File: config.mk
export PLATFORM = sky130hd
export DESIGN_NAME = mb_request_handler
export DESIGN_NICKNAME = d
export VERILOG_FILES = /design/src/verilog/mb_request_handler.v /design/src/verilog/mb_byte_order.v
export VERILOG_INCLUDE_DIRS = /design/src /design/src/verilog
export SDC_FILE = /design/constraint.sdc
export NUM_CORES = 1
export LEC_CHECK = 0
export ABC_AREA = 1
export BUFFER_PORTS_ARGS = -buffer_cell sky130_fd_sc_hd__buf_2
export CAP_MARGIN = 30
export CORE_ASPECT_RATIO = 1.75
export CORE_MARGIN = 1
export CORE_UTILIZATION = 30
export CTS_CLUSTER_DIAMETER = 60
export DETAILED_ROUTE_END_ITERATION = 8
export PLACE_DENSITY = 0.52
export SYNTH_ARGS = -nofsm -noshare
export SYNTH_HDL_FRONTEND = slang
export SYNTH_SLANG_ARGS = --single-unit
File: constraint.sdc
create_clock -name clock_i -period 2.4 [get_ports clock_i]
set_clock_uncertainty 0.15 [all_clocks]
set_input_delay 0.72 -clock clock_i [delete_from_list [all_inputs] [get_ports clock_i]]
set_output_delay 0.72 -clock clock_i [all_outputs]
set_load 0.01 [all_outputs]
File: src/verilog/mb_defs.vh
// constants for the serial-line request handler
// assumes one 100 MHz clock; included by bare name
`ifndef MB_DEFS_VH
`define MB_DEFS_VH
`define FC_RD_HOLD      8'h03
`define FC_RD_INPUT     8'h04
`define FC_WR_SINGLE    8'h06
`define FC_DIAG         8'h08
`define FC_WR_MULTI     8'h10
`define FC_RW_MULTI     8'h17
`define SUB_LOOPBACK    16'h0000
`define SUB_DIAG_REG    16'h0002
`define MAX_RD_REGS     8'h7d
`define MAX_WR_REGS     8'h78
`define MAX_RW_REGS     8'h76
`define EXC_FLAG        8'h80
`define EXC_BAD_FUNC    8'h01
`define EXC_BAD_VALUE   8'h03
`define BCAST_ADDR      8'h00
`define CLK_MHZ         100
`define RESP_MIN_MS     3
`define RESP_MAX_MS     5
`define BO_1032         2'b00
`define BO_0123         2'b01
`define BO_2301         2'b10
`define BO_3210         2'b11
`endif

File: src/verilog/mb_request_handler.v
// request handler of a serial-line field-bus slave
// assumes a framer on the same clock delivers decoded requests and
// takes answer words; register store sits outside behind reg_* ports
//
// Behaviour
// - accept codes 03 04 06 08 16 23
// - reads limited to 125 registers
// - codes 03 and 04 behave identically
// - code 06 writes exactly one register
// - diagnostics loopback and diagnostics register
// - code 16 writes up to 120 registers
// - code 23 writes before reading, 118 max
// - broadcast only for 06, 16, 23
// - answer starts 3 to 5 ms later
// - floats ieee 754 over two registers
// - integer: byte 1 high, byte 0 low
// - strings packed two bytes per register
// - every register holds two bytes
// - configurable byte order, default 1-0-3-2
`timescale 1ns/1ps
`include "mb_defs.vh"
module mb_request_handler #(
   parameter MIN_WAIT = `RESP_MIN_MS * `CLK_MHZ * 1000, // least answer delay
   parameter MAX_WAIT = `RESP_MAX_MS * `CLK_MHZ * 1000  // longest answer delay
) (
   input  wire        clock_i,        // system clock
   input  wire        arst_n_i,       // async reset, low active
   input  wire        req_valid_i,    // one-cycle pulse: request present
   input  wire [7:0]  req_slave_i,    // slave address, zero is broadcast
   input  wire [7:0]  req_func_i,     // function code
   input  wire [15:0] req_start_i,    // read start, single-write register or diag sub-function
   input  wire [7:0]  req_count_i,    // read register count
   input  wire [15:0] req_wstart_i,   // write start register
   input  wire [7:0]  req_wcount_i,   // write register count
   input  wire [15:0] req_data_i,     // loopback data
   output wire        req_ready_o,    // idle, may take a request
   output wire        wdata_req_o,    // asks for next write word
   input  wire [15:0] wdata_i,        // write word, same cycle as above
   output reg         reg_we_o,       // register write strobe
   output reg         reg_re_o,       // register read strobe
   output reg  [15:0] reg_addr_o,     // register address
   output reg  [15:0] reg_wdata_o,    // register write data
   input  wire [15:0] reg_rdata_i,    // read data, same cycle as re
   input  wire [15:0] diag_reg_i,     // diagnostics register contents
   input  wire [1:0]  byte_order_i,   // byte-order selection
   input  wire        float_i,        // value pairs as float
   output reg         ans_valid_o,    // answer word valid
   output reg  [31:0] ans_bytes_o,    // answer bytes, first in 31:24
   output reg  [2:0]  ans_nbytes_o,   // number of valid bytes
   output reg         ans_last_o,     // last answer word
   input  wire        ans_ready_i     // framer took the word
);
   // one-hot states
   localparam S_IDLE  = 6'b000001;
   localparam S_WRITE = 6'b000010;
   localparam S_READ  = 6'b000100;
   localparam S_WAIT  = 6'b001000;
   localparam S_SEND  = 6'b010000;
   localparam S_RDAT  = 6'b100000;

   reg  [5:0]  state;                 // current state
   reg  [7:0]  func;                  // latched function code
   reg  [7:0]  exc;                   // exception code, zero if none
   reg  [15:0] addr;                  // running register address
   reg  [7:0]  left;                  // registers still to transfer
   reg  [15:0] rstart;                // read start
   reg  [7:0]  rcount;                // read count
   reg  [15:0] echo;                  // word returned by diagnostics
   reg  [23:0] wait_cnt;              // answer delay counter
   reg         rd_pend;               // read data due this cycle
   reg  [15:0] hold;                  // first register of a pair
   reg         half;                  // holding first of a pair
   reg  [31:0] pair;                  // value fed to byte mapper
   reg         bcast_lat;             // current request is broadcast
   wire [31:0] mapped;                // reordered answer bytes
   wire        ok_code;               // code supported
   wire        ok_bcast;              // code allowed on broadcast
   wire        bcast;                 // request addressed to all
   wire        bad_cnt;               // count or diag sub-function outside limits

   // code and limit decoding
   function [1:0] classify;
      input [7:0] f;
      begin
         case (f)
            `FC_RD_HOLD, `FC_RD_INPUT, `FC_DIAG:       classify = 2'b01;
            `FC_WR_SINGLE, `FC_WR_MULTI, `FC_RW_MULTI: classify = 2'b11;
            default:                                   classify = 2'b00;
         endcase
      end
   endfunction

   assign ok_code  = classify(req_func_i) != 2'b00;
   assign ok_bcast = classify(req_func_i) == 2'b11;
   assign bcast    = req_slave_i == `BCAST_ADDR;
   assign bad_cnt  =
      ((req_func_i == `FC_RD_HOLD || req_func_i == `FC_RD_INPUT) &&
       (req_count_i == 8'h00 || req_count_i > `MAX_RD_REGS)) ||
      (req_func_i == `FC_WR_MULTI &&
       (req_wcount_i == 8'h00 || req_wcount_i > `MAX_WR_REGS)) ||
      (req_func_i == `FC_RW_MULTI &&
       (req_count_i == 8'h00 || req_wcount_i == 8'h00 ||
        req_count_i > `MAX_RW_REGS || req_wcount_i > `MAX_RW_REGS)) ||
      (req_func_i == `FC_DIAG && req_start_i != `SUB_LOOPBACK &&
       req_start_i != `SUB_DIAG_REG);

   assign req_ready_o = state == S_IDLE;
   assign wdata_req_o = state == S_WRITE;

   // byte mapping of value pairs
   mb_byte_order u_order (
      .order_i      (byte_order_i),
      .value_i      (pair),
      .wire_bytes_o (mapped)
   );

   // floats reordered as a whole; integers/strings send byte 0 first under orders 0-1-2-3 and 2-3-0-1
   always @* begin
      pair = {hold, reg_rdata_i};
   end

   // main sequencer
   always @(posedge clock_i or negedge arst_n_i) begin
      if (!arst_n_i) begin
         state        <= S_IDLE;
         func         <= 8'h00;
         exc          <= 8'h00;
         addr         <= 16'h0000;
         left         <= 8'h00;
         rstart       <= 16'h0000;
         rcount       <= 8'h00;
         echo         <= 16'h0000;
         wait_cnt     <= 24'h000000;
         rd_pend      <= 1'b0;
         hold         <= 16'h0000;
         half         <= 1'b0;
         reg_we_o     <= 1'b0;
         reg_re_o     <= 1'b0;
         reg_addr_o   <= 16'h0000;
         reg_wdata_o  <= 16'h0000;
         ans_valid_o  <= 1'b0;
         ans_bytes_o  <= 32'h00000000;
         ans_nbytes_o <= 3'h0;
         ans_last_o   <= 1'b0;
      end else begin
         reg_we_o <= 1'b0;
         reg_re_o <= 1'b0;
         rd_pend  <= 1'b0;
         // a word stands until the framer takes it, in every state
         if (ans_ready_i) begin
            ans_valid_o <= 1'b0;
         end
         case (state)
            S_IDLE: begin
               wait_cnt <= 24'h000000;
               half     <= 1'b0;
               if (req_valid_i) begin
                  func   <= req_func_i;
                  rstart <= req_start_i;
                  rcount <= req_count_i;
                  echo   <= (req_start_i == `SUB_DIAG_REG) ? diag_reg_i
                                                           : req_data_i;
                  if (bcast && (!ok_bcast || bad_cnt)) begin
                     state <= S_IDLE;
                  end else if (!ok_code) begin
                     exc   <= `EXC_BAD_FUNC;
                     state <= S_WAIT;
                  end else if (bad_cnt) begin
                     exc   <= `EXC_BAD_VALUE;
                     state <= S_WAIT;
                  end else begin
                     exc <= 8'h00;
                     if (req_func_i == `FC_WR_SINGLE) begin
                        addr  <= req_start_i;
                        left  <= 8'h01;
                        state <= S_WRITE;
                     end else if (req_func_i == `FC_WR_MULTI ||
                                  req_func_i == `FC_RW_MULTI) begin
                        addr  <= req_wstart_i;
                        left  <= req_wcount_i;
                        state <= S_WRITE;
                     end else begin
                        state <= S_WAIT;
                     end
                  end
               end
            end
            S_WRITE: begin
               // one register of two bytes per cycle
               reg_we_o    <= 1'b1;
               reg_addr_o  <= addr;
               reg_wdata_o <= wdata_i;
               addr        <= addr + 16'h0001;
               left        <= left - 8'h01;
               if (left == 8'h01) begin
                  // writes finish before any read starts
                  state <= (bcast_lat) ? S_IDLE : S_WAIT;
               end
            end
            S_WAIT: begin
               // hold off the answer until the least delay passed
               wait_cnt <= wait_cnt + 24'h000001;
               if (wait_cnt >= MIN_WAIT[23:0] - 24'h000001) begin
                  addr  <= rstart;
                  left  <= rcount;
                  state <= S_SEND;
               end
            end
            S_SEND: begin
               if (!ans_valid_o || ans_ready_i) begin
                  ans_valid_o <= 1'b0;
                  if (exc != 8'h00 || func == `FC_WR_SINGLE ||
                      func == `FC_WR_MULTI || func == `FC_DIAG) begin
                     // single header-style word: status or echo
                     ans_valid_o  <= 1'b1;
                     ans_bytes_o  <= (exc != 8'h00) ? {func | `EXC_FLAG, exc, 16'h0000}
                                                    : {echo, 16'h0000};
                     ans_nbytes_o <= 3'h2;
                     ans_last_o   <= 1'b1;
                     state        <= S_IDLE;
                  end else begin
                     reg_re_o   <= 1'b1;
                     reg_addr_o <= addr;
                     addr       <= addr + 16'h0001;
                     left       <= left - 8'h01;
                     rd_pend    <= 1'b1;
                     state      <= S_RDAT;
                  end
               end
            end
            S_RDAT: begin
               if (rd_pend) begin
                  if (float_i && !half && left != 8'h00) begin
                     hold  <= reg_rdata_i;
                     half  <= 1'b1;
                     state <= S_SEND;
                  end else if (half) begin
                     half         <= 1'b0;
                     ans_valid_o  <= 1'b1;
                     ans_bytes_o  <= mapped;
                     ans_nbytes_o <= 3'h4;
                     ans_last_o   <= left == 8'h00;
                     state        <= (left == 8'h00) ? S_IDLE : S_SEND;
                  end else begin
                     ans_valid_o  <= 1'b1;
                     ans_bytes_o  <= (byte_order_i == `BO_0123 ||
                                      byte_order_i == `BO_2301)
                                     ? {reg_rdata_i[7:0], reg_rdata_i[15:8], 16'h0000}
                                     : {reg_rdata_i, 16'h0000};
                     ans_nbytes_o <= 3'h2;
                     ans_last_o   <= left == 8'h00;
                     state        <= (left == 8'h00) ? S_IDLE : S_SEND;
                  end
               end
            end
            default: state <= S_IDLE;
         endcase
      end
   end

   // broadcast flag kept for the request in flight
   always @(posedge clock_i or negedge arst_n_i) begin
      if (!arst_n_i) begin
         bcast_lat <= 1'b0;
      end else if (state == S_IDLE && req_valid_i) begin
         bcast_lat <= bcast;
      end
   end
endmodule // mb_request_handler

File: src/verilog/mb_byte_order.v
// byte-order mapper: turns a 32-bit value into four wire bytes
// assumes a float in ieee 754 single layout, sign in byte 3
`timescale 1ns/1ps
`include "mb_defs.vh"
module mb_byte_order (
   input  wire [1:0]  order_i,       // byte-order selection
   input  wire [31:0] value_i,       // float or two packed registers
   output reg  [31:0] wire_bytes_o   // first byte sent in bits 31:24
);
   // reorder bytes per selection, integers follow the low half
   always @* begin
      case (order_i)
         `BO_0123: wire_bytes_o = {value_i[7:0], value_i[15:8],
                                   value_i[23:16], value_i[31:24]};
         `BO_2301: wire_bytes_o = {value_i[23:16], value_i[31:24],
                                   value_i[7:0], value_i[15:8]};
         `BO_3210: wire_bytes_o = value_i;
         default:  wire_bytes_o = {value_i[15:8], value_i[7:0],
                                   value_i[31:24], value_i[23:16]};
      endcase
   end
endmodule // mb_byte_order

==> results.toml, run 1 <==
[status]
status = "completed"

[logic_synthesis]
synth_ff_type = "dfrtp_1"
synth-edff-count = 0
synth_area_um2 = 10800
synth_warnings = 0
ys_seq_elements = 191
avgSynthCellArea_um2 = 7.31
synthesis.nets = 1625
async_flop_share = 1.00
ys_seq_area_frac = 0.441
netlist_instances = 1482
synthDistinctLibCells = 50

[worst_hold_path]
min_path_type = "input port to asynchronous set/reset pin"

[power]
p_total_w = 0.0127
p_per_area_nw_per_um2 = 935
p_leak_nw = 6.75
vdd_ir_drop_max_mv = 0.589

[grt]
gr-total-overflow = 0
grt_pass1_vias = 10900
antenna_found_initial = 1
grt_max_degree = 48
grt.total_usage = 0.203
grt_pass1_wl_um = 58300

[final_layout]
layout_common_cells = "nand2_1, buf_2, dfrtp_1"
area_delta_synth_final_pct = 25.7
n_antenna_cell = 0
nets = 1874
utilization = 0.385
layout_commonest_cell = "nand2_1"
drive_gt1_frac = 0.218

[clock_tree]
path_clk_slew_ps = 70
root_buffer = "clkbuf_16"
cts_buffers = 17
hold_buffers = 0
insertion_delay_ps = 460
clock_path_buffers = 2
htreeDepth = 4
cts_sinks = 191
cts_tree = "done"

[die]
core_um2 = 35400
die-area_um2 = 36900
rows = 91
die_h_um = 253
initial_utilization = 0.306
io_pins = 208
chipWidth_um = 146

[sta]
hold_viol = 0
worst_hold_slack_ps = 33.0
period_share = 0.978
fmax_ghz = 0.426
max_slew_margin = 0.447
drv_slew = 0
setup_viol = 0
rsz0062_at_grt = "yes"
tightest_slew_ps = 821
fin_crit_ps = 2350

[critical_path]
regToRegSetupSlack_ps = 140
ff2ff_path_depth = 14
cp_data_arrival_time_ps = 1480
end_kind = "output pin"
critPathLaunchType = "flop"
r2r-start = "state[3]"
reg2reg_to = "addr[11]"
crit_fanout = 4
path_class = "flop to output pin"
cp_data_required_time_ps = 1530

[placement]
io_buffer_count = 206
place_congestion = 0.875
dpl.hpwl_um = 28400

[route]
wl_met3_um = 1510
wl_met2_um = 19500
routed.top_layer = "met5"
drtPass1Iterations = 6
vias = 10900
routed_via_density = 4.95
drtIter0Drc = 503
ant_nets = 0
wl_met1_um = 14300
wire_per_inst_um = 16.6
drc = 0
wl_um = 36700

[flow_run]
max-cap-violations = 0
## final cells by class
| cell class | instances | area (um2) |
|---|---|---|
| Clock buffer | 18 | 429 |
| Clock inverter | 14 | 134 |
| Fill cell | 3728 | 21800 |
| Inverter | 132 | 503 |
| Multi-Input combinational cell | 1087 | 5280 |
| Sequential cell | 191 | 4780 |
| Tap cell | 465 | 582 |
| Timing Repair Buffer | 302 | 1910 |
## sequential cells by signal (all words and copies together) (netlist names), 2 cells and up
name          cells
wait_cnt         24
func              8
rstart           16
echo             16
state             5
hold             16
rcount            8
addr             16
ans_nbytes_o      2
reg_addr_o       16
reg_wdata_o      16
exc               2
ans_bytes_o      32
left              8
## repair_timing
action,4_1_cts,5_1_grt
setup endpoints to repair,2,41
setup buffers,3,1
cloned,0,0
gates resized for setup,5,16
pin swaps,0,2
## where the power goes
part / internal [W] / total [W] / switching [W]
Clock: 0.00145 / 0.00284 / 0.00139
Combinational: 0.00187 / 0.00500 / 0.00314
Sequential: 0.00419 / 0.00489 / 0.000701
## how the worst max path moves through the flow
stage / from / end / slack, ps / cells after the start
finish: state[0] / wdata_req_o / 50 / 5
global route: left[0] / ans_bytes_o[16] / -10 / 12
CTS: state[0] / wdata_req_o / 1 / 5
detailed placement: req_start_i[3] / echo[7] / -200 / 10
global placement: req_start_i[3] / echo[7] / -180 / 10
floorplan: byte_order_i[0] / ans_bytes_o[28] / 130 / 9
## critical path, stage by stage (launching register included)
cell,delay [ps]
dfstp_2,600
inv_2,50
nand4_2,100
buf_6,120
clkinv_4,50
buf_6,110
## through the flow
stage               cell area (um2)  cells  worst slack (ps)  TNS, ps
finish                        13600   2209              53.1        0
global route                  13600   2209             -13.3    -46.9
CTS                           13600   2208             0.950        0
detailed placement            13000   2173              -202    -5010
global placement              13000   2173              -183    -4490
floorplan                     10800   1482               127        0
## cells by family after synthesis
group                    share of synthesized area
buffers and inverters                       0.0755
AO/OA/AOI/OAI                                0.180
multiplexers                                0.0162
flip-flops                                   0.441
adder cells (fa/ha/maj)                    0.00924
AND/OR/NAND/NOR                              0.275
XOR/XNOR                                   0.00243
other                                     0.000346
## synth_stat cells (2+ instances only)
cell,n,area (um2)
nand2_1,476,1790
dfrtp_1,190,4750
o21ai_0,167,836
inv_1,126,473
nand3_1,98,490
nor2_1,92,345
a21oi_1,81,405
clkbuf_1,44,165
buf_2,20,100
nand4_1,18,113
o22ai_1,17,106
o211ai_1,13,97.6
mux2_2,12,135
nor3_1,12,60.1
a31oi_1,11,68.8
a221oi_1,10,87.6
a32oi_1,10,87.6
a21o_1,8,60.1
ha_1,8,100
a22oi_1,5,37.5
o21ai_1,5,25.0
inv_2,4,15.0
mux2i_1,4,40.0
nor4_1,4,25.0
o21bai_1,4,30.0
o221ai_1,4,35.0
buf_4,3,22.5
nor2_2,3,18.8
o21a_1,3,22.5
buf_1,2,7.51
buf_6,2,22.5
clkinv_1,2,7.51
nand2_2,2,12.5
nand3_2,2,20.0
nand4_2,2,25.0
nor3_2,2,20.0
or2_2,2,12.5
xor2_1,2,17.5
## layer usage
layer | track usage | vias to the layer above
met4 | 0.105 | 2
met5 | 0 | -
met1 | 0.225 | 5135
met2 | 0.378 | 318
met3 | 0.0258 | 72
li1 | - | 5416
Power figures use the tool's default switching activity.
==> run 2: changes to the inputs <==
Settings changed: CORE_UTILIZATION 30 to 56, GPL_TIMING_DRIVEN set to 0, PLACE_DENSITY 0.52 to 0.84.
==> run 2 against run 1 <==
  * The flow now finishes with violations (negative setup slack)
  * Sequential share of layout area is 1.1 points higher
  * Clock-buffer cell count rose by 2
  * Global-route usage is 18 points higher
  * Combinational power up 3%
  * Design area is 3.2% lower
  * Via count is 5.7% higher
  * Clock power is 12% higher
  * Core utilization is 31 points higher
  * Largest cell class unchanged
  * Highest routed layer is now met4
==> results.toml, run 2 (synthesis results as in run 1) <==
[final_layout]
max_flop_register = "ans_bytes_o"
nets = 1868
area_delta_synth_final_pct = 21.8
reg.largest.list = "ans_bytes_o: 32 flops, wait_cnt: 24 flops"
layout_commonest_cell = "nand2_1"
drive_gt1_frac = 0.200
largest_reg_flops = 32
seq_area_um2 = 4780
layout_common_cells = "nand2_1, buf_2, dfrtp_1"
utilization = 0.693
multi_input_area_um2 = 5330
fillers = 1660
fin_cells = 1978

[route]
drtPass1Iterations = 7
wl_um = 37000
wl_met2_um = 19800
routed.top_layer = "met4"
vias = 11600
wl_met1_um = 12200
wl_met3_um = 2140
drc = 0
ant_nets = 0
drtIter0Drc = 818
wire_per_inst_um = 18.7
routed_via_density = 5.85

[sta]
max_slew_margin = 0.526
worst_hold_slack_ps = 140
rsz0062_at_grt = "yes"
drv_slew = 0
period_share = 1.01
hold_viol = 0
setup_viol = 1
fmax_ghz = 0.413
tightest_slew_ps = 710
fin_ws_ps = -22.0
fin_crit_ps = 2420

[critical_path]
crit_fanout = 19
reg2reg_to = "addr[9]"
critPathLaunchType = "flop"
path_class = "flop to output pin"
cp_data_arrival_time_ps = 1550
ff2ff_path_depth = 10
end_kind = "output pin"
cp_data_required_time_ps = 1530
regToRegSetupSlack_ps = 70
r2r-start = "state[3]"

[placement]
dpl.cell_count = 1930
io_buffer_count = 206
place_congestion = 1.03
dpl.hpwl_um = 28600

[grt]
grt_max_degree = 100
grt_pass1_wl_um = 57700
antenna_found_initial = 1
gr-total-overflow = 0
grt.total_usage = 0.384
grt_pass1_vias = 11400

[clock_tree]
htreeDepth = 4
cts_sinks = 191
cts_tree = "done"
path_clk_slew_ps = 70
clock_path_buffers = 2
cts_buffers = 17
insertion_delay_ps = 450
hold_buffers = 0
root_buffer = "clkbuf_16"

[power]
p_comb_frac = 0.388
power_frac_seq = 0.373
p_per_area_nw_per_um2 = 1000
p_sw_w = 0.00527
p_leak_nw = 6.64
sw_frac_of_total = 0.398
vdd_ir_drop_max_mv = 0.597
internal_power_w = 0.00796
pwr-share-clk = 0.239

[die]
die_h_um = 186
rows = 67
chipWidth_um = 107
die-area_um2 = 19900
initial_utilization = 0.569
core_um2 = 19000
io_pins = 208

[status]
status = "finished with violations"
violations = "negative setup slack"

[flow_run]
max-cap-violations = 0

[worst_hold_path]
min_path_type = "input port to asynchronous set/reset pin"
## run 2: changes by cell type in the layout (fill, tap and decap cells not counted), moves of 4 or more
cell	before	now
clkbuf_4	0	4
buf_2	204	216
clkbuf_1	1	31
buf_12	11	2
buf_4	83	24
clkbuf_2	0	10
bufinv_16	1	5
## run 2: how the worst max path moves through the flow
stage / from / end / cells after the start
floorplan: byte_order_i[0] / ans_bytes_o[28] / 9
global placement: arst_n_i / reg_addr_o[12] / 1
detailed placement: byte_order_i[0] / ans_bytes_o[30] / 10
CTS: state[0] / wdata_req_o / 5
global route: state[3] / wdata_req_o / 5
finish: state[3] / wdata_req_o / 5
## run 2: stage by stage
stage / total power [W] / TNS [ps] / setup WS [ps] / area (um2)
after floorplan: 0.00776 / 0 / 127 / 10800
after global placement: 0.00945 / -517850 / -2600 / 12200
after detailed placement: 0.00959 / -27980 / -582 / 12200
after CTS: 0.0129 / -103 / -95.0 / 13000
after global routing: 0.0139 / -120 / -68.1 / 13200
final: 0.0132 / -22.0 / -22.0 / 13200
## run 2: layer usage
layer,vias up,global-route usage
met5,-,0
met4,0,0.315
met3,193,0.0644
met2,598,0.705
met1,5372,0.370
li1,5404,-
## run 2: cell type report
cell class              instances  share of cell area
well taps                     241              0.0229
plain buffers                  70              0.0282
multi-input cells            1087               0.404
inverters                     132              0.0393
diodes                          1            0.000190
flip-flops and latches        191               0.362
repair buffers                226              0.0940
clock inverters                10              0.0140
clock buffers                  20              0.0346
## run 2: critical path, cell delays in order, from the launching register on
cell	delay [ps]
dfrtp_1	430
nor2_4	180
nand4_4	130
buf_12	170
inv_16	80
buf_6	100
## run 2: what timing repair did
item,in CTS,in global routing
endpoints found under the setup margin,81,88
pin swaps,4,11
buffers inserted,7,12
resized for setup,28,51
## run 2: power groups by stage
stage	Combinational, W	Sequential, W	Clock, W
2_1_floorplan	0.00286	0.00489	0
3_3_place_gp	0.00453	0.00492	0
3_5_place_dp	0.00464	0.00495	0
4_1_cts	0.00487	0.00489	0.00317
5_1_grt	0.00564	0.00502	0.00329
6_report	0.00513	0.00493	0.00317
==> run 3: changes to the inputs <==
Clock period 2.4 ns to 2.8 ns, I/O delays scaled along.
==> run 3 against run 2 <==
  * The flow finishes with violations (design-rule violations)
  * Clock-buffer cell count did not move
  * Power fell by 17%
  * Register-to-register slack gained 30 ps
  * Combinational power fell by 20%
  * Critical path depth unchanged
  * Highest routed layer unchanged
==> results.toml, run 3 (synthesis results as in run 1) <==
[route]
vias = 11400
drtPass1Iterations = 9
drc = 1
drtIter0Drc = 774
wl_um = 36600
routed_via_density = 5.83
ant_nets = 0
wire_per_inst_um = 18.7

[power]
vdd_ir_drop_max_mv = 0.512
p_per_area_nw_per_um2 = 856
p_leak_nw = 6.47
p_total_w = 0.0110

[placement]
place_congestion = 1.03
dpl.hpwl_um = 28600
dpl.cell_count = 1930
io_buffer_count = 206

[sta]
fin_crit_ps = 2710
hold_viol = 0
rsz0062_at_grt = "no"
max_slew_margin = 0.496
fmax_ghz = 0.369
setup_viol = 0
drv_slew = 0
tightest_slew_ps = 756
period_share = 0.968

[clock_tree]
insertion_delay_ps = 450
root_buffer = "clkbuf_16"
htreeDepth = 4
cts_sinks = 191
cts_buffers = 17
hold_buffers = 0
path_clk_slew_ps = 70
clock_path_buffers = 2
cts_tree = "done"

[final_layout]
drive_gt1_frac = 0.175
utilization = 0.677
multi_input_area_um2 = 5250
layout_common_cells = "nand2_1, buf_2, dfrtp_1"
nets = 1850
fillers = 1701
seq_area_um2 = 4780
fin_cells = 1960
largest_reg_flops = 32
reg.largest.list = "ans_bytes_o: 32 flops, wait_cnt: 24 flops"
max_flop_register = "ans_bytes_o"
area_delta_synth_final_pct = 18.9
layout_commonest_cell = "nand2_1"

[critical_path]
critPathLaunchType = "flop"
critical-path-max-stage-delay_ps = 440
cp_cell_sequence = "nor2_4, nand4_2, buf_6, inv_8, buf_2"
slowest_stage = "dfrtp_1"
regToRegSetupSlack_ps = 100
end_kind = "output pin"
r2r-start = "state[0]"
path_class = "flop to output pin"
ff2ff_path_depth = 9
cp_data_arrival_time_ps = 1720
crit_fanout = 19
reg2reg_to = "addr[9]"
cp_data_required_time_ps = 1810

[status]
violations = "design-rule violations"
status = "finished with violations"

[die]
chipWidth_um = 107
rows = 67
core_um2 = 19000
die-area_um2 = 19900
io_pins = 208
die_h_um = 186
initial_utilization = 0.569

[grt]
gr-total-overflow = 0
grt_max_degree = 100
antenna_found_initial = 1
grt.total_usage = 0.380
grt_pass1_vias = 11400
grt_pass1_wl_um = 57200

[worst_hold_path]
min_path_type = "input port to asynchronous set/reset pin"

[flow_run]
max-cap-violations = 0
run 3: changes by cell type in the layout (fill, tap and decap cells not counted), sizes merged:
cell,delta
buf,-18
clkinv,-1
inv,+1
run 3: power by group:
group          total, W  switching [W]  internal, W
Sequential      0.00423       0.000634      0.00359
Combinational   0.00408        0.00268      0.00139
Clock           0.00273        0.00110      0.00162
run 3: through the flow:
stage | setup TNS [ps] | cell area [um2] | worst slack (ps) | hold WS [ps]
6_report | 0 | 12900 | 90.0 | 256
2_1_floorplan | 0 | 10800 | 407 | 296
3_5_place_dp | -8440 | 12200 | -302 | 310
5_1_grt | 0 | 12900 | 15.2 | 323
3_3_place_gp | -445050 | 12200 | -2320 | 302
4_1_cts | -20.5 | 12900 | -20.5 | 290
run 3: cell type report:
cell class | instances | area share
tap | 241 | 0.0234
antenna | 1 | 0.000194
multi-input combinational | 1087 | 0.408
clock inverter | 10 | 0.0144
inverter | 132 | 0.0392
clock buffer | 20 | 0.0355
buffer | 71 | 0.0254
sequential | 191 | 0.371
timing repair buffer | 207 | 0.0830
run 3: worst max-delay path by stage:
| stage | startpoint | to | slack [ps] | depth (start not counted) |
|---|---|---|---|---|
| finish | state[4] | wdata_req_o | 90 | 5 |
| global route | byte_order_i[1] | ans_bytes_o[19] | 20 | 10 |
| CTS | state[4] | req_ready_o | -20 | 4 |
| detailed placement | byte_order_i[0] | ans_bytes_o[30] | -300 | 10 |
| global placement | arst_n_i | reg_addr_o[12] | -2320 | 1 |
| floorplan | byte_order_i[0] | ans_bytes_o[28] | 410 | 9 |
run 3: repair_timing:
action,4_1_cts,5_1_grt
endpoints found under the hold margin,0,0
setup endpoints to repair,2,3
setup buffers,0,0
gates resized for setup,5,6
run 3: routing by layer:
metal  part of all wire  GRT usage  vias to the layer above  wire, um
li1                   -          -                     5371         -
met1               0.33      0.364                     5274     12200
met2               0.53      0.702                      582     19400
met3              0.058     0.0637                      197      2110
met4              0.080      0.310                        0      2910
met5                  0          0                        -         0
run 3: critical path: cells and delay by family (launching register included):
kind	cells	cell delay, ps
buffers and inverters	3	480
DFF	1	440
and+or+nand+nor	2	340
